===== config.mk =====
export PLATFORM = sky130hd
export DESIGN_NAME = fwp_flash_protect
export DESIGN_NICKNAME = d
export VERILOG_FILES = /design/src/fwp_pkg.sv /design/src/fwp_region_check.sv /design/src/fwp_flash_protect.sv
export VERILOG_INCLUDE_DIRS = /design/src
export SDC_FILE = /design/constraint.sdc
export NUM_CORES = 1
export LEC_CHECK = 0
export BUFFER_PORTS_ARGS = -buffer_cell sky130_fd_sc_hd__buf_2
export CAP_MARGIN = 0
export CELL_PAD_IN_SITES_DETAIL_PLACEMENT = 1
export CELL_PAD_IN_SITES_GLOBAL_PLACEMENT = 1
export CORE_MARGIN = 2
export CORE_UTILIZATION = 28
export DETAILED_ROUTE_END_ITERATION = 8
export GPL_ROUTABILITY_DRIVEN = 0
export PLACE_DENSITY_LB_ADDON = 0.1
export SLEW_MARGIN = 25
export SYNTH_ARGS = -nofsm -noshare
export SYNTH_HDL_FRONTEND = slang
export SYNTH_HIERARCHICAL = 1
export SYNTH_SLANG_ARGS = --single-unit
export TNS_END_PERCENT = 5

===== constraint.sdc =====
create_clock -name pclk -period 5.1 [get_ports pclk]
set_input_delay 0.255 -clock pclk [delete_from_list [all_inputs] [get_ports pclk]]
set_output_delay 0.255 -clock pclk [all_outputs]
set_load 0.005 [all_outputs]

===== src/fwp_defs.svh =====
// Overview of operation
// Origin bit 0 measures top, 1 bottom
// Origin bit non-volatile, factory value 0
// Origin changes only through permitted status write
// Granule bit 1 sectors 4KB, 0 blocks 64KB
// Granule bit non-volatile, default 0 blocks
// Invert bit non-volatile, status bit 14
// Invert set makes region writable, rest read-only
// Invert bit defaults to 0
// Lock bits non-volatile at status 8 and 7
// Lock bits pick one of four schemes
// Locks 00 ignore pin, need write enable
// Locks 01, pin high, need write enable
// Locks 10 refuse until power cycle clears
// Locks 11 refuse status writes forever; here reset clears both lock bits to 00, which allows status writes again
// Locks 01, pin low, always refuse
// Program or erase touching read-only is ignored
`ifndef FWP_DEFS_SVH
`define FWP_DEFS_SVH

`define FWP_OFS_STATUS 8'h00
`define FWP_OFS_COMMAND 8'h04
`define FWP_OFS_ADDR 8'h08
`define FWP_OFS_RESULT 8'h0c

`define FWP_BIT_BUSY 0
`define FWP_BIT_WRITE_LATCH 1
`define FWP_BIT_RANGE_LSB 2
`define FWP_BIT_RANGE_MSB 4
`define FWP_BIT_ORIGIN 5
`define FWP_BIT_GRANULE 6
`define FWP_BIT_LOCK_LOW 7
`define FWP_BIT_LOCK_HIGH 8
`define FWP_BIT_INVERT 14

`define FWP_RST_RANGE 3'h0
`define FWP_RST_ORIGIN 1'b0
`define FWP_RST_GRANULE 1'b0
`define FWP_RST_INVERT 1'b0
`define FWP_RST_LOCK_LOW 1'b0
`define FWP_RST_LOCK_HIGH 1'b0

`define FWP_OP_WREN 4'h1
`define FWP_OP_WRDI 4'h2
`define FWP_OP_WRSR 4'h3
`define FWP_OP_PROG 4'h4
`define FWP_OP_SECT 4'h5
`define FWP_OP_BLK 4'h6
`define FWP_OP_CHIP 4'h7

`define FWP_ARRAY_TOP 20'hfffff
`define FWP_SECT_MASK 20'h00fff
`define FWP_BLK_MASK 20'h0ffff
`define FWP_SECT_SHIFT 12
`define FWP_BLK_SHIFT 16
`define FWP_ARRAY_BYTES 21'h100000

`endif


===== src/fwp_pkg.sv =====
package fwp_pkg;
  typedef logic [19:0] fwp_addr_type;
  typedef enum logic [1:0] {
    FWP_SOFTWARE,
    FWP_HARDWARE,
    FWP_LOCKDOWN,
    FWP_ONE_TIME
  } fwp_scheme_type;
  typedef enum {
    FWP_ST_IDLE,
    FWP_ST_ACCESS
  } fwp_phase_type;
  typedef struct packed {
    fwp_phase_type phase;
    logic write_enable_latch;
    logic [2:0] range_protect;
    logic origin_select;
    logic granule_select;
    logic invert_protection;
    logic status_lock_low;
    logic status_lock_high;
    fwp_addr_type addr;
    logic last_accept;
    logic last_reject;
    logic [31:0] rdata;
    logic op_valid;
    logic [3:0] op_kind;
    fwp_addr_type op_addr;
  } fwp_state_type;
endpackage : fwp_pkg


===== src/fwp_region_check.sv =====
`timescale 1ns/1ps
`include "fwp_defs.svh"
module fwp_region_check import fwp_pkg::*; (
  input wire logic [2:0] range_protect, // Range units code
  input wire logic origin_select, // 0 top, 1 bottom
  input wire logic granule_select, // 1 sectors, 0 blocks
  input wire logic invert_protection, // Invert the map
  input wire fwp_addr_type first_addr, // First byte touched
  input wire fwp_addr_type last_addr, // Last byte touched
  output logic read_only // Some byte touched is read-only
);
  logic [23:0] unit_len;
  logic [23:0] span_full;
  logic [20:0] span;
  logic [20:0] lo;
  logic [20:0] hi;
  logic within_region;
  logic overlap;

  always_comb begin
    unit_len = granule_select ? (24'h1 << `FWP_SECT_SHIFT) : (24'h1 << `FWP_BLK_SHIFT);
    span_full = 24'h0;
    if (range_protect != 3'h0) begin
      span_full = unit_len << (range_protect - 3'h1);
    end
    // Wide enough that the largest block codes cap instead of wrapping
    span = span_full[20:0];
    if (span_full > {3'h0, `FWP_ARRAY_BYTES}) begin
      span = `FWP_ARRAY_BYTES;
    end
    if (origin_select) begin
      lo = 21'h0;
      hi = span - 21'h1;
    end else begin
      lo = `FWP_ARRAY_BYTES - span;
      hi = `FWP_ARRAY_BYTES - 21'h1;
    end
    within_region = (span != 21'h0) && ({1'b0, first_addr} >= lo) && ({1'b0, last_addr} <= hi);
    overlap = (span != 21'h0) && ({1'b0, last_addr} >= lo) && ({1'b0, first_addr} <= hi);
    read_only = invert_protection ? !within_region : overlap;
  end
endmodule : fwp_region_check


===== src/fwp_flash_protect.sv =====
`timescale 1ns/1ps
`include "fwp_defs.svh"
module fwp_flash_protect import fwp_pkg::*; (
  input wire logic pclk, // Bus clock
  input wire logic presetn, // Power-on reset, active low
  input wire logic psel, // APB select
  input wire logic penable, // APB enable
  input wire logic pwrite, // APB direction
  input wire logic [7:0] paddr, // APB byte address
  input wire logic [31:0] pwdata, // APB write data
  output logic [31:0] prdata, // APB read data
  output logic pready, // APB ready
  output logic pslverr, // APB error
  input wire logic write_protect_n, // Write-protect pin, active low
  output logic array_op_valid, // Accepted array op pulse
  output logic [3:0] array_op_kind, // Accepted op code
  output logic [19:0] array_op_addr // Accepted op address
);
  fwp_state_type s_r;
  fwp_state_type s_nxt;
  fwp_scheme_type scheme;
  logic [15:0] status_word;
  logic status_ok;
  logic mapped;
  logic [3:0] op;
  fwp_addr_type first_addr;
  fwp_addr_type last_addr;
  logic hits_read_only;

  assign op = pwdata[3:0];

  // Range of bytes a pending array op would touch
  always_comb begin
    first_addr = s_r.addr;
    last_addr = s_r.addr;
    case (op)
      `FWP_OP_SECT: begin
        first_addr = s_r.addr & ~`FWP_SECT_MASK;
        last_addr = s_r.addr | `FWP_SECT_MASK;
      end
      `FWP_OP_BLK: begin
        first_addr = s_r.addr & ~`FWP_BLK_MASK;
        last_addr = s_r.addr | `FWP_BLK_MASK;
      end
      `FWP_OP_CHIP: begin
        first_addr = 20'h00000;
        last_addr = `FWP_ARRAY_TOP;
      end
      default: begin
        first_addr = s_r.addr;
        last_addr = s_r.addr;
      end
    endcase
  end

  fwp_region_check u_check (
    .range_protect(s_r.range_protect),
    .origin_select(s_r.origin_select),
    .granule_select(s_r.granule_select),
    .invert_protection(s_r.invert_protection),
    .first_addr(first_addr),
    .last_addr(last_addr),
    .read_only(hits_read_only)
  );

  always_comb begin
    scheme = fwp_scheme_type'({s_r.status_lock_high, s_r.status_lock_low});
    case (scheme)
      FWP_SOFTWARE: status_ok = s_r.write_enable_latch;
      FWP_HARDWARE: status_ok = s_r.write_enable_latch && write_protect_n;
      FWP_LOCKDOWN: status_ok = 1'b0;
      FWP_ONE_TIME: status_ok = 1'b0;
      default: status_ok = 1'b0;
    endcase
  end

  always_comb begin
    status_word = 16'h0000;
    status_word[`FWP_BIT_BUSY] = 1'b0;
    status_word[`FWP_BIT_WRITE_LATCH] = s_r.write_enable_latch;
    status_word[`FWP_BIT_RANGE_MSB:`FWP_BIT_RANGE_LSB] = s_r.range_protect;
    status_word[`FWP_BIT_ORIGIN] = s_r.origin_select;
    status_word[`FWP_BIT_GRANULE] = s_r.granule_select;
    status_word[`FWP_BIT_LOCK_LOW] = s_r.status_lock_low;
    status_word[`FWP_BIT_LOCK_HIGH] = s_r.status_lock_high;
    status_word[`FWP_BIT_INVERT] = s_r.invert_protection;
  end

  assign mapped = (paddr == `FWP_OFS_STATUS) || (paddr == `FWP_OFS_COMMAND) ||
                  (paddr == `FWP_OFS_ADDR) || (paddr == `FWP_OFS_RESULT);

  always_comb begin
    s_nxt = s_r;
    s_nxt.op_valid = 1'b0;
    case (s_r.phase)
      FWP_ST_IDLE: begin
        if (psel && !penable) begin
          s_nxt.phase = FWP_ST_ACCESS;
          s_nxt.rdata = 32'h00000000;
          if (!pwrite) begin
            case (paddr)
              `FWP_OFS_STATUS: s_nxt.rdata = {16'h0000, status_word};
              `FWP_OFS_ADDR: s_nxt.rdata = {12'h000, s_r.addr};
              `FWP_OFS_RESULT: s_nxt.rdata = {30'h0, s_r.last_reject, s_r.last_accept};
              default: s_nxt.rdata = 32'h00000000;
            endcase
          end
        end
      end
      FWP_ST_ACCESS: begin
        s_nxt.phase = FWP_ST_IDLE;
        if (psel && penable && pwrite) begin
          if (paddr == `FWP_OFS_ADDR) begin
            s_nxt.addr = pwdata[19:0];
          end else if (paddr == `FWP_OFS_COMMAND) begin
            case (op)
              `FWP_OP_WREN: s_nxt.write_enable_latch = 1'b1;
              `FWP_OP_WRDI: s_nxt.write_enable_latch = 1'b0;
              `FWP_OP_WRSR: begin
                s_nxt.write_enable_latch = 1'b0;
                s_nxt.last_accept = status_ok;
                s_nxt.last_reject = !status_ok;
                if (status_ok) begin
                  s_nxt.range_protect =
                    pwdata[16 + `FWP_BIT_RANGE_MSB:16 + `FWP_BIT_RANGE_LSB];
                  s_nxt.origin_select = pwdata[16 + `FWP_BIT_ORIGIN];
                  s_nxt.granule_select = pwdata[16 + `FWP_BIT_GRANULE];
                  s_nxt.status_lock_low = pwdata[16 + `FWP_BIT_LOCK_LOW];
                  s_nxt.status_lock_high = pwdata[16 + `FWP_BIT_LOCK_HIGH];
                  s_nxt.invert_protection = pwdata[16 + `FWP_BIT_INVERT];
                end
              end
              `FWP_OP_PROG, `FWP_OP_SECT, `FWP_OP_BLK, `FWP_OP_CHIP: begin
                s_nxt.write_enable_latch = 1'b0;
                if (s_r.write_enable_latch && !hits_read_only) begin
                  s_nxt.last_accept = 1'b1;
                  s_nxt.last_reject = 1'b0;
                  s_nxt.op_valid = 1'b1;
                  s_nxt.op_kind = op;
                  s_nxt.op_addr = first_addr;
                end else begin
                  s_nxt.last_accept = 1'b0;
                  s_nxt.last_reject = 1'b1;
                end
              end
              default: s_nxt.write_enable_latch = s_r.write_enable_latch;
            endcase
          end
        end
      end
      default: s_nxt.phase = FWP_ST_IDLE;
    endcase
  end

  // Reset stands for a power cycle: protection bits return to factory values
  always_ff @(posedge pclk or negedge presetn) begin
    if (!presetn) begin
      s_r.phase <= FWP_ST_IDLE;
      s_r.write_enable_latch <= 1'b0;
      s_r.range_protect <= `FWP_RST_RANGE;
      s_r.origin_select <= `FWP_RST_ORIGIN;
      s_r.granule_select <= `FWP_RST_GRANULE;
      s_r.invert_protection <= `FWP_RST_INVERT;
      s_r.status_lock_low <= `FWP_RST_LOCK_LOW;
      s_r.status_lock_high <= `FWP_RST_LOCK_HIGH;
      s_r.addr <= 20'h00000;
      s_r.last_accept <= 1'b0;
      s_r.last_reject <= 1'b0;
      s_r.rdata <= 32'h00000000;
      s_r.op_valid <= 1'b0;
      s_r.op_kind <= 4'h0;
      s_r.op_addr <= 20'h00000;
    end else begin
      s_r <= s_nxt;
    end
  end

  assign prdata = s_r.rdata;
  assign pready = 1'b1;
  assign pslverr = psel && penable && !mapped;
  assign array_op_valid = s_r.op_valid;
  assign array_op_kind = s_r.op_kind;
  assign array_op_addr = s_r.op_addr;
endmodule : fwp_flash_protect


**After elaboration in Yosys (flattened, before gate mapping)**

Index checks and enable logic that the tools add are counted.

- Bits in registers: 120
- Latch bits: 0
- Memory bits (writable): 0
- Bits in read-only memories: 0
- Output and inout port bits: 59
- Word-level logic and storage cells: 96
- Memories: 0

- Add/subtract/negate cells: 3
- Multiply operators: 0
- Divide/modulo/power cells: 0
- $lt $le $gt $ge: 5
- Equal/unequal tests: 15
- Shift operators: 1
- Multiplexer cells: 22
- Bitwise logic cells: 1
- Reduce and logical (&&, ||, !) cells: 34

Operators with widths:

| kind | count |
|---|---|
| $pmux W20 S3 | 3 |
| $mux W25 | 6 |
| $mux W32 | 3 |
| $mux W21 | 3 |
| $ge A20 B21 Y1 | 2 |
| $le A20 B21 Y1 | 2 |
| $eq A32 B1 Y1 const B | 1 |
| $logic_not A32 Y1 | 1 |
| $gt A24 B21 Y1 const B | 1 |
| $mux W24 | 1 |
| $shl A24 B3 Y24 | 1 |
| $reduce_bool A21 Y1 | 1 |
| $sub A21 B1 Y21 const B | 1 |
| $sub A21 B21 Y21 const A | 1 |
| $mux W17 | 1 |
| $eq A4 B3 Y1 const B | 4 |
| $eq A8 B4 Y1 const B | 2 |
| $reduce_and A6 Y1 | 2 |
| $logic_and A1 B1 Y1 | 10 |
| $reduce_and A5 Y1 | 2 |
| $eq A4 B2 Y1 const B | 2 |
| $eq A8 B3 Y1 const B | 1 |
| $logic_not A8 Y1 | 1 |
| $reduce_or A6 Y1 | 1 |
| other kinds (20) | 28 |

**Longest topological paths before layout**

Gate-level depths: netlist (run 1).

- Word-level depth: 20
- Mapped depth: 23
- Gate-level depth less buffers: 20

**Cells and area by module**

The synthesis (run 1) kept the hierarchy.

Modules (own cells, without submodules):

| module | times used | cells each | area each (µm²) | seq. area each (µm²) |
|---|---|---|---|---|
| fwp_flash_protect | 1 | 320 | 3,910.0 | 1,926.8 |
| fwp_region_check | 1 | 152 | 1,177.4 | 0.0 |

**Worst setup path before layout (run 1)**

Ideal clock, no wire load.

- Path kind: register -> register
- Start: register s_r[84] (netlist name)
- End: register s_r, in the netlist array_op_addr[10]
- Setup time: 125 ps
- Data arrival time: 4,668 ps
- Setup slack: 307 ps
- Stages on the path, launching flop included: 24
- Path buffers: 3
- Clock period less this slack: 4,793 ps
- Path through: dfrtp_1 inv_1 ha_1 buf_6 or3_4 a21oi_4 nand3_1 ha_1 inv_1 xnor2_1 mux2i_1 nor2_1 ha_1 and4_1 nand2_1 or4_1 mux2i_1 a221oi_1 a221o_1 nand3b_1 or2_1 buf_6 buf_12 mux2_4

- Longest elaborated chain between the ends: 15

Ends and longest elaborated chain:

| element | line | text |
|---|---|---|
| $sub A3 B1 Y3 | fwp_region_check.sv:24 | `span_full = unit_len << (range_protect - 3'h1);` |
| $shl A24 B3 Y24 | fwp_region_check.sv:24 |  |
| $mux W24 * | fwp_region_check.sv:23 | `if (range_protect != 3'h0) begin` |
| $gt A24 B21 Y1 | fwp_region_check.sv:28 | `` if (span_full > {3'h0, `FWP_ARRAY_BYTES}) begin `` |
| $mux W21 * | fwp_region_check.sv:28 |  |
| $sub A21 B21 Y21 (no line) | -- |  |
| $mux W21 | fwp_region_check.sv:31 | `if (origin_select) begin` |
| $ge A20 B21 Y1 | fwp_region_check.sv:38 | `within_region = (span != 21'h0) && ({1'b0, first_addr} >= lo) && ({1'b0, last_addr} <= hi);` |
| $logic_and A1 B1 Y1 (2 in series) | fwp_region_check.sv:38 |  |
| $logic_not A1 Y1 | fwp_region_check.sv:40 | `read_only = invert_protection ? !within_region : overlap;` |
| $mux W1 * | fwp_region_check.sv:40 |  |
| via hits_read_only | fwp_flash_protect.sv:28 | `logic hits_read_only;` |
| $logic_not A1 Y1 * | fwp_flash_protect.sv:135 | `if (s_r.write_enable_latch && !hits_read_only) begin` |
| $logic_and A1 B1 Y1 * | fwp_flash_protect.sv:135 |  |
| $reduce_and A6 Y1 (no line) * | -- |  |
| end signal, assigned | fwp_flash_protect.sv:174 | `s_r <= s_nxt;` |
| end, declared | fwp_flash_protect.sv:19 | `fwp_state_type s_r;` |

Mark *: on every way through the listed nets, which the timed path passes. The rest lies on a longest branch.
A chain may end at the register's enable or synchronous reset.

**Worst setup path after layout (run 1)**

- Start: register s_r[85] (netlist name)
- End: register s_r, in the netlist array_op_addr[13]

- Longest elaborated chain between the ends: 15

Ends and longest elaborated chain:

| element | line |
|---|---|
| $sub A3 B1 Y3 | fwp_region_check.sv:24 |
| $shl A24 B3 Y24 | fwp_region_check.sv:24 |
| $mux W24 * | fwp_region_check.sv:23 |
| $gt A24 B21 Y1 | fwp_region_check.sv:28 |
| $mux W21 * | fwp_region_check.sv:28 |
| $sub A21 B21 Y21 (no line) | -- |
| $mux W21 | fwp_region_check.sv:31 |
| $ge A20 B21 Y1 | fwp_region_check.sv:38 |
| $logic_and A1 B1 Y1 (2 in series) | fwp_region_check.sv:38 |
| $logic_not A1 Y1 | fwp_region_check.sv:40 |
| $mux W1 * | fwp_region_check.sv:40 |
| via hits_read_only | fwp_flash_protect.sv:28 |
| $logic_not A1 Y1 * | fwp_flash_protect.sv:135 |
| $logic_and A1 B1 Y1 * | fwp_flash_protect.sv:135 |
| $reduce_and A6 Y1 (no line) * | -- |

Marks and branches as above.

==> results of run 1 <==
[how the worst max path moves through the flow]
stage / to / startpoint / slack (ps)
global placement: array_op_addr[15] / s_r[84] / 260
detailed placement: array_op_addr[17] / s_r[84] / 150
finish: array_op_addr[13] / s_r[85] / 320
global route: array_op_addr[14] / s_r[84] / 3
floorplan: array_op_addr[10] / s_r[84] / 310
CTS: array_op_addr[17] / s_r[85] / 120
[what timing repair did]
| action | in CTS | in global routing |
|---|---|---|
| setup buffers | 0 | 0 |
| gates resized for setup | 0 | 7 |
| setup endpoints to repair | 0 | 23 |
[cell usage in the layout, fill, tap and decap left out, types with 3 or more instances in the layout]
cell,count
buf_2,84
dfrtp_1,77
mux2_2,33
ha_1,32
nand2b_1,28
and2_1,26
nand2_1,22
o21ai_0,20
mux2_4,18
mux2i_1,13
conb_1,13
inv_1,12
nor2_1,11
buf_4,11
nand3_1,10
a22o_1,10
clkbuf_16,9
a21oi_1,6
nand4_1,5
and4_1,4
nor3_1,4
o21ai_1,3
nand3b_1,3
a21o_1,3
xnor2_1,3
[area by class of cell]
class | instances | area (sq um) | area share, %
sequential | 77 | 1930 | 33.7
tap | 229 | 287 | 5.02
inverter | 13 | 48.8 | 0.854
multi-input combinational | 318 | 2610 | 45.8
clock inverter | 4 | 47.5 | 0.832
antenna | 1 | 2.50 | 0.0438
timing repair buffer | 97 | 534 | 9.35
clock buffer | 11 | 253 | 4.42
[critical path: stages (launching register included)]
cell	delay (ps)
dfrtp_1	370
inv_1	70
ha_1	190
or3_4	400
a21oi_4	180
nand3_1	130
ha_2	220
inv_2	90
xnor2_1	90
mux2i_2	230
nor2_2	80
ha_1	310
and4_4	210
nand2_1	50
or4_1	500
mux2i_1	190
a221oi_1	90
a221o_1	290
nand3b_1	190
or2_1	270
buf_12	180
mux2_4	310
[through the flow]
stage / instances / total power, mW / setup slack (ps)
after floorplan: 483 / 0.660 / 307
after global placement: 734 / 0.694 / 260
after detailed placement: 734 / 0.696 / 146
after CTS: 749 / 1.36 / 122
after global routing: 749 / 1.39 / 2.63
final: 750 / 1.33 / 324
[power groups by stage]
stage | sequential (mW) | combinational (mW) | clock, mW
3_3_place_gp | 0.624 | 0.0704 | 0
4_1_cts | 0.613 | 0.0717 | 0.672
2_1_floorplan | 0.624 | 0.0367 | 0
5_1_grt | 0.613 | 0.0806 | 0.700
3_5_place_dp | 0.624 | 0.0714 | 0
6_report | 0.613 | 0.0702 | 0.648
[flip-flops by register name (all words and copies together) (netlist names)]
| signal | flops |
|---|---|
| array_op_addr | 20 |
| array_op_valid | 1 |
| array_op_kind | 4 |
| s_r | 32 |
| prdata | 20 |
[logic make-up (layout without fill, tap and decap cells)]
group,count (synthesis),count (layout)
buffers and inverters,88,125
xor gates and xnor gates,5,5
and+or+nand+nor,135,135
muxes,65,65
adders and majority gates,33,33
other,2,14
DFF,77,77
AOI/OAI and AO/OA,67,67
[per-layer routing]
layer  global-route usage, %  part of all wire, %  up-vias
met4                    3.51                 0.89        0
met3                    3.07                  3.9        8
met1                    21.3                   50     1759
met5                       0                    0        -
met2                    23.4                   45       83
li1                        -                    -     1694
==> key figures, run 1 <==
Clock network
  • Clk slew on worst S/H paths: 60 ps
  • CTS tree: built
  • Clock Sinks: 77
  • Hold buffer count at CTS: 0
  • Clock Tree Buf Depth: 2
  • H-tree Lvls: 3
  • Clk Latency, worst-skew pair: 340 ps
  • Root buf cell: clkbuf_16
  • Clock buffer count from CTS: 9

Yosys
  • Compound-Gate Fraction of Synth Area: 9.27%
  • Area share of xor/xnor cells in the synthesized design: 1.01%
  • Synth cell count leaders: 77 x dfrtp_1, 58 x buf_4, 33 x ha_1, 33 x mux2_2, 28 x nand2b_1
  • Yosys reg bits: 77
  • Post-synthesis cell type count: 68
  • Largest family of logic cells by synthesized area: simple AND/OR/NAND/NOR gates
  • Most used DFF post-synth: dfrtp_1
  • Async set-reset flop share out of synthesis: 100%
  • Cell with the most instances after synthesis: dfrtp_1
  • Synth top area cells: dfrtp_1 38%, buf_4 8.6%, ha_1 8.1%
  • Synth warnings: 6
  • Synth Area in Simple Gates: 16.4%
  • Post-synthesis cell area: 0.00509 sq mm
  • Post-synthesis mux area share: 15.4%
  • Post-synth EDFFs: 0
  • Synth top area share: 37.9%
  • Seq/Total Area, Yosys: 37.9%
  • Mean post-synth cell area: 10.8 sq um
  • Syn Inst Count: 472
  • Post-Synth Adder-Cell Area: 8.12%
  • Leading area contributor after synthesis: dfrtp_1

Timing
  • Max frequency: 209 MHz
  • Final setup skew: 9.33 ps
  • Final setup vio count: 0
  • Fin. Hold Viols: 77
  • Setup TNS: 0 ps
  • Post-layout min period: 4780 ps
  • Worst slew pin tran: 855 ps
  • Final hold slack: -54.2 ps
  • Relative max-transition margin: 42.6%
  • Count of final max-slew check failures: 0
  • Unrepaired setup endpoints after global routing: no
  • Crit share post-route: 93.6%

Global route
  • GRT Total Usage: 14.9%
  • Vias in the first global route: 3984
  • First-pass GRT wire length: 22500 um
  • Antenna violations before repair: 0
  • Grt ovf: 0
  • Largest net degree at the start of global routing: 78

Worst hold path
  • Worst Hold Class: in2async

Worst setup path
  • Critical R2R Capture: array_op_addr[13]
  • R2R Path Start: s_r[85]
  • CP Max Fanout: 24
  • Critical path arrival: 5000 ps
  • Kind of critical path: reg2reg
  • R2r worst-path depth: 21
  • Required @ worst endpoint: 5320 ps
  • Startpoint types: flip-flop
  • FF-to-FF setup slack: 320 ps
  • Worst setup EP type: flip-flop

Power
  • Sw Ratio: 22.1%
  • Power share of the clock group: 48.7%
  • Switching power: 295 uW
  • Sequential share of power: 46.0%
  • Max rail drop VDD: 149 uV
  • PwrDens: 233 mW/mm^2
  • LEAKAGE: 3.00 nW
  • Comb pwr share: 5.3%
  • Cell-internal power: 1.04 mW

Placement
  • Placed wire-length estimate: 10600 um
  • PortBufs: 85
  • DP Area: 0.00539 sq mm

Layout
  • Post-route core utilization: 31.9%
  • Area delta synth->final: 12.3%
  • Post-route cell area: 0.00571 sq mm
  • Filler cells: 2020
  • Share of layout cells above drive strength 1: 34.0%
  • Nets: 595

Drt
  • Drt initial violations: 101
  • Drt via density: 4.73
  • Wirelength per Cell: 18.2 um
  • WL final: 13700 um
  • Via count: 3544
  • Pre-antenna DRT Iters: 6
  • DRC errors left: 0
  • ANT nets after route: 0

Die
  • # IOs: 105
  • Initial Utilization: 28.4%
  • FP Rows: 49
  • Die footprint: 0.0193 sq mm
  • Die Y: 139 um
  • Horiz. Die Dim: 139 um
  • Core ar.: 0.0179 sq mm

Status
  • Failing checks: hold timing
  • Status: complete, but fails checks

Run
  • Max-Cap Viols: 0
Power figures use the tool's default switching activity.
==> run 2, diff against run 1 <==
--- a/config.mk
+++ b/config.mk
@@ -14,6 +14,7 @@
 export CORE_UTILIZATION = 28
 export DETAILED_ROUTE_END_ITERATION = 8
 export GPL_ROUTABILITY_DRIVEN = 0
+export HOLD_SLACK_MARGIN = 0.1
 export PLACE_DENSITY_LB_ADDON = 0.1
 export SLEW_MARGIN = 25
 export SYNTH_ARGS = -nofsm -noshare
==> key figures, run 2 (synthesized netlist as in run 1, its figures left out) <==
Status
  • Status: finished clean (was complete, but fails checks)

Global route
  • GRT Max-Usage Layer: met2 (unchanged)
  • Met3 GRT Util: 3.07% (unchanged)
  • Vias in the first global route: 3984 (unchanged)
  • Largest net degree at the start of global routing: 78 (unchanged)
  • Antenna violations before repair: 0 (unchanged)
  • Grt met1 use: 21.3% (unchanged)
  • First-pass GRT wire length: 22500 um (unchanged)
  • Grt ovf: 0 (unchanged)
  • Met2 usage: 23.4% (unchanged)
  • GRT Total Usage: 14.9% (unchanged)

Timing
  • Crit share post-route: 93.6% (about the same)
  • Worst slew pin tran: 854 ps (was 855 ps)
  • Post-layout min period: 4770 ps (was 4780 ps)
  • Final setup skew: 9.43 ps (was 9.33 ps)
  • Fin. Hold Viols: 0 (was 77)
  • Max frequency: 209 MHz (about the same)
  • Final setup vio count: 0 (unchanged)
  • Final hold slack: 138 ps (was -54.2 ps)
  • Relative max-transition margin: 42.6% (about the same)
  • Count of final max-slew check failures: 0 (unchanged)
  • Unrepaired setup endpoints after global routing: no (unchanged)
  • Setup TNS: 0 ps (unchanged)

Layout
  • Nets: 597 (was 595)
  • Commonest cells after routing, fill and taps aside: 84 x buf_2, 77 x dfrtp_1, 33 x mux2_2, 32 x ha_1, 28 x nand2b_1 (unchanged)
  • Commonest non-fill, non-tap cell in the layout: buf_2 (unchanged)
  • Area delta synth->final: 12.7% (was 12.3%)
  • Largest register FFs: 32 (unchanged)
  • Filler cells: 2018 (was 2020)
  • Share of layout cells above drive strength 1: 33.9% (was 34.0%)
  • Largest Register: s_r (unchanged)

Clock network
  • Root buf cell: clkbuf_16 (unchanged)
  • H-tree Lvls: 3 (unchanged)
  • Clock buffer count from CTS: 9 (unchanged)
  • Clk slew on worst S/H paths: 60 ps (about the same)
  • Clk Latency, worst-skew pair: 340 ps (about the same)
  • Setup bufs post-CTS: 0 (unchanged)
  • Clock Sinks: 77 (unchanged)
  • Clock Tree Buf Depth: 2 (unchanged)
  • CTS tree: built (unchanged)

Die
  • Die Y: 139 um (unchanged)
  • # IOs: 105 (unchanged)
  • FP Rows: 49 (unchanged)
  • Horiz. Die Dim: 139 um (unchanged)
  • Core ar.: 0.0179 sq mm (unchanged)
  • Die footprint: 0.0193 sq mm (unchanged)
  • Initial Utilization: 28.4% (unchanged)

Placement
  • Placed wire-length estimate: 10600 um (unchanged)
  • PortBufs: 85 (unchanged)

Drt
  • Drt via density: 4.71 (was 4.73)
  • Drt initial violations: 103 (was 101)
  • Wirelength per Cell: 18.1 um (was 18.2 um)
  • ANT nets after route: 0 (unchanged)
  • Pre-antenna DRT Iters: 6 (unchanged)
  • DRC errors left: 0 (unchanged)
  • WL final: 13600 um (was 13700 um)
  • Via count: 3541 (was 3544)

Power
  • Overall power: 1.33 mW (about the same)
  • LEAKAGE: 3.01 nW (was 3.00 nW)
  • Max rail drop VDD: 149 uV (about the same)
  • PwrDens: 232 mW/mm^2 (was 233 mW/mm^2)

Worst setup path
  • Worst setup EP type: flip-flop (unchanged)
  • Kind of critical path: reg2reg (unchanged)
  • CP Max Fanout: 24 (unchanged)
  • Startpoint types: flip-flop (unchanged)
  • Required @ worst endpoint: 5320 ps (about the same)
  • Critical path arrival: 5000 ps (about the same)

Worst hold path
  • Worst Hold Class: in2reg (was in2async)

Run
  • Max-Cap Viols: 0 (unchanged)
-- run 2: changes by cell type in the layout (fill, tap and decap cells not counted) --
cell | before | now
dlygate4sd3_1 | 0 | 2
-- run 2: per-layer routing --
metal,part of all wire [%],vias to the layer above
li1,-,1698
met1,50,1752
met2,45,83
met3,3.9,8
met4,0.89,0
met5,0,-
-- run 2: layout make-up --
cell class / count / area, sq um / share of cell area, %
antenna: 1 / 2.50 / 0.0436
clock buffer: 11 / 253 / 4.41
clock inverter: 4 / 47.5 / 0.829
inverter: 13 / 48.8 / 0.851
multi-input combinational: 318 / 2610 / 45.6
sequential: 77 / 1930 / 33.6
tap: 229 / 287 / 5.00
timing repair buffer: 99 / 554 / 9.67
-- run 2: path summary, 6_finish.rpt --
path | startpoint | depth (start not counted) | slack [ps] | to
setup / recovery | s_r[84] | 21 | 330 | array_op_addr[13]
hold / removal | pwdata[23] | 2 | 140 | s_r[80]
setup reg to reg | s_r[84] | 21 | 330 | array_op_addr[13]
hold reg to reg | array_op_kind[2] | 1 | 460 | array_op_kind[2]
max in group asynchronous | presetn | 2 | 4080 | s_r[84]
min in group asynchronous | presetn | 2 | 510 | array_op_addr[5]
-- run 2: power breakdown --
part / leakage (nW) / switching [mW] / internal [mW]
sequential: 1.07 / 0.000963 / 0.612
combinational: 1.79 / 0.0464 / 0.0250
clock: 0.147 / 0.247 / 0.401
total: 3.01 / 0.294 / 1.04
-- run 2: metrics by stage --
step                cells  utilization (%)  worst slack, ps  area, sq um
global route          751             32.0             2.63         5730
finish                752             32.0              326         5730
floorplan             483                -              307         5130
detailed placement    734             30.1              146         5390
global placement      734             30.1              260         5390
CTS                   750             31.9              122         5700
-- run 2: critical path, cell delays in order (launching register included) --
cell and delay [ps]:
dfrtp_1 340, inv_1 80, ha_1 260, or3_4 350
a21oi_4 180, nand3_1 130, ha_2 220, inv_2 90
xnor2_1 90, mux2i_2 230, nor2_2 80, ha_1 310
and4_4 210, nand2_1 50, or4_1 500, mux2i_1 190
a221oi_1 90, a221o_1 290, nand3b_1 190, or2_1 270
buf_12 180, mux2_4 310
-- run 2: timing repair --
item	4_1_cts	5_1_grt
hold buffers	1	1
endpoints found under the setup margin	0	23
resized for setup	0	7
hold endpoints to repair	1	77
==> run 3, diff against run 2 <==
--- a/config.mk
+++ b/config.mk
@@ -16,6 +16,7 @@
 export GPL_ROUTABILITY_DRIVEN = 0
 export HOLD_SLACK_MARGIN = 0.1
 export PLACE_DENSITY_LB_ADDON = 0.1
+export RECOVER_POWER = 25
 export SLEW_MARGIN = 25
 export SYNTH_ARGS = -nofsm -noshare
 export SYNTH_HDL_FRONTEND = slang
==> key figures, run 3 (synthesized netlist as in run 1, its figures left out) <==
Clock network
  • Root buf cell: clkbuf_16 (unchanged)
  • Clock Tree Buf Depth: 2 (unchanged)
  • Clock Sinks: 77 (unchanged)
  • Clk Latency, worst-skew pair: 340 ps (about the same)
  • Setup bufs post-CTS: 0 (unchanged)
  • Clock buffer count from CTS: 9 (unchanged)
  • Clk slew on worst S/H paths: 60 ps (about the same)
  • H-tree Lvls: 3 (unchanged)
  • CTS tree: built (unchanged)

Layout
  • Share of layout cells above drive strength 1: 32.0% (was 33.9%)
  • Post-route cell area: 0.00572 sq mm (was 0.00573 sq mm)
  • Commonest cells after routing, fill and taps aside: 77 x dfrtp_1, 75 x buf_2, 33 x mux2_2, 32 x ha_1, 28 x nand2b_1 (was 84 x buf_2, 77 x dfrtp_1, 33 x mux2_2, 32 x ha_1, 28 x nand2b_1)
  • Largest Register: s_r (unchanged)
  • Area of the multi-input gates: 0.00261 sq mm (unchanged)
  • Area delta synth->final: 12.4% (was 12.7%)
  • Fin cells: 752 (unchanged)
  • Commonest non-fill, non-tap cell in the layout: dfrtp_1 (was buf_2)
  • Filler cells: 2022 (was 2018)
  • Nets: 597 (unchanged)
  • Post-route core utilization: 31.9% (was 32.0%)
  • Largest register FFs: 32 (unchanged)
  • Reg area: 0.00193 sq mm (unchanged)

Die
  • Horiz. Die Dim: 139 um (unchanged)
  • Core ar.: 0.0179 sq mm (unchanged)
  • Die footprint: 0.0193 sq mm (unchanged)
  • Initial Utilization: 28.4% (unchanged)
  • FP Rows: 49 (unchanged)
  • # IOs: 105 (unchanged)
  • Die Y: 139 um (unchanged)

Worst hold path
  • Worst Hold Launch: pwdata[23] (unchanged)
  • Hold depth: 2 (unchanged)
  • Worst-case hold path end point: s_r[80] (unchanged)
  • Worst Hold Class: in2reg (unchanged)

Global route
  • Grt ovf: 0 (unchanged)
  • Largest net degree at the start of global routing: 78 (unchanged)
  • Vias in the first global route: 3984 (unchanged)
  • Antenna violations before repair: 0 (unchanged)
  • GRT Total Usage: 14.9% (unchanged)
  • First-pass GRT wire length: 22500 um (unchanged)

Timing
  • Max frequency: 209 MHz (about the same)
  • Count of final max-slew check failures: 78 (was 0)
  • Fin. Hold Viols: 0 (unchanged)
  • Worst slew pin tran: 3470 ps (was 854 ps)
  • Relative max-transition margin: -131% (was 42.6%)
  • Final setup skew: 9.43 ps (about the same)
  • Unrepaired setup endpoints after global routing: no (unchanged)
  • Final WS setup: 325 ps (was 326 ps)
  • Final hold slack: 138 ps (about the same)
  • Crit share post-route: 93.6% (about the same)
  • Post-layout min period: 4770 ps (about the same)
  • Setup TNS: 0 ps (unchanged)
  • Final setup vio count: 0 (unchanged)

Worst setup path
  • R2R Path Start: s_r[84] (unchanged)
  • Required @ worst endpoint: 5320 ps (about the same)
  • Kind of critical path: reg2reg (unchanged)
  • FF-to-FF setup slack: 330 ps (about the same)
  • Critical R2R Capture: array_op_addr[13] (unchanged)
  • CP max stage cell: or4_1 (unchanged)
  • R2r worst-path depth: 21 (unchanged)
  • Buf/Inv on CP: 3 (unchanged)
  • Worst setup EP type: flip-flop (unchanged)
  • Worst path top cell family by delay: simple AND/OR/NAND/NOR gates (unchanged)
  • Critical path arrival: 5000 ps (about the same)
  • CP Max Fanout: 24 (unchanged)
  • Worst path most repeated cell: ha_1 (unchanged)
  • CP cell instances: inv_1 > ha_1 > or3_4 > a21oi_4 > nand3_1 > ha_2 > inv_2 > xnor2_1 > mux2i_2 > nor2_2 > ha_1 > and4_4 > nand2_1 > or4_1 > mux2i_1 > a221oi_1 > a221o_1 > nand3b_1 > or2_1 > buf_12 > mux2_4 (unchanged)
  • Startpoint types: flip-flop (unchanged)
  • CP max stage delay: 500 ps (about the same)

Run
  • Max-Cap Viols: 1 (was 0)

Drt
  • DRC errors left: 0 (unchanged)
  • Drt initial violations: 111 (was 103)
  • Via count: 3544 (was 3541)
  • Pre-antenna DRT Iters: 4 (was 6)
  • Drt via density: 4.71 (about the same)
  • WL final: 13700 um (was 13600 um)
  • ANT nets after route: 0 (unchanged)
  • Wirelength per Cell: 18.2 um (was 18.1 um)

Placement
  • Dpl cells: 734 (unchanged)
  • Place WS: 146 ps (unchanged)
  • PortBufs: 85 (unchanged)
  • Placed wire-length estimate: 10600 um (unchanged)
  • DP Area: 0.00539 sq mm (unchanged)

Power
  • Max rail drop VDD: 149 uV (about the same)
  • PwrDens: 233 mW/mm^2 (was 232 mW/mm^2)
  • LEAKAGE: 2.97 nW (was 3.01 nW)
  • Overall power: 1.33 mW (about the same)

Status
  • Failing checks: capacitance limit, slew limit
  • Status: complete, but fails checks (was finished clean)
## run 3: cell types whose count changed in the layout (fill, tap and decap cells not counted)
cell | before | now
buf_1 | 0 | 1
buf_2 | 84 | 75
buf_6 | 1 | 0
clkbuf_1 | 0 | 8
dlygate4sd2_1 | 0 | 1
## run 3: worst max-delay path by stage
stage | from | end | depth (start not counted)
after global routing | s_r[84] | array_op_addr[14] | 21
final | s_r[84] | array_op_addr[13] | 21
after CTS | s_r[85] | array_op_addr[17] | 21
after detailed placement | s_r[84] | array_op_addr[17] | 21
after floorplan | s_r[84] | array_op_addr[10] | 23
after global placement | s_r[84] | array_op_addr[15] | 21
## run 3: layout make-up
type,count,area share (%)
timing repair buffer,99,9.45
sequential,77,33.7
clock inverter,4,0.831
multi-input combinational,318,45.7
clock buffer,11,4.42
inverter,13,0.853
tap,229,5.01
antenna,1,0.0438
## run 3: what timing repair did
action,4_1_cts,5_1_grt
endpoints found under the setup margin,0,23
gates resized for setup,0,7
endpoints found under the hold margin,1,77
hold buffers,1,1
## run 3: report_power, final
part,switching (mW),internal [mW]
clock network,0.247,0.401
logic,0.0463,0.0246
registers,0.000964,0.612
total,0.294,1.04
## run 3: worst reg2reg max path: cells and delay by family, from the launching register on
kind                       cells  cell delay [ps]
adders and majority gates      3              790
xor gates and xnor gates       1               90
AOI/OAI and AO/OA              3              570
buffers and inverters          3              350
and+or+nand+nor                8             1780
DFF                            1              340
muxes                          3              740
## run 3: routing by layer
layer  vias up  share of wire [%]  GRT usage (%)
met2        83                 45           23.4
li1       1698                  -              -
met5         -                  0              0
met4         0               0.89           3.51
met1      1755                 50           21.3
met3         8                3.9           3.07
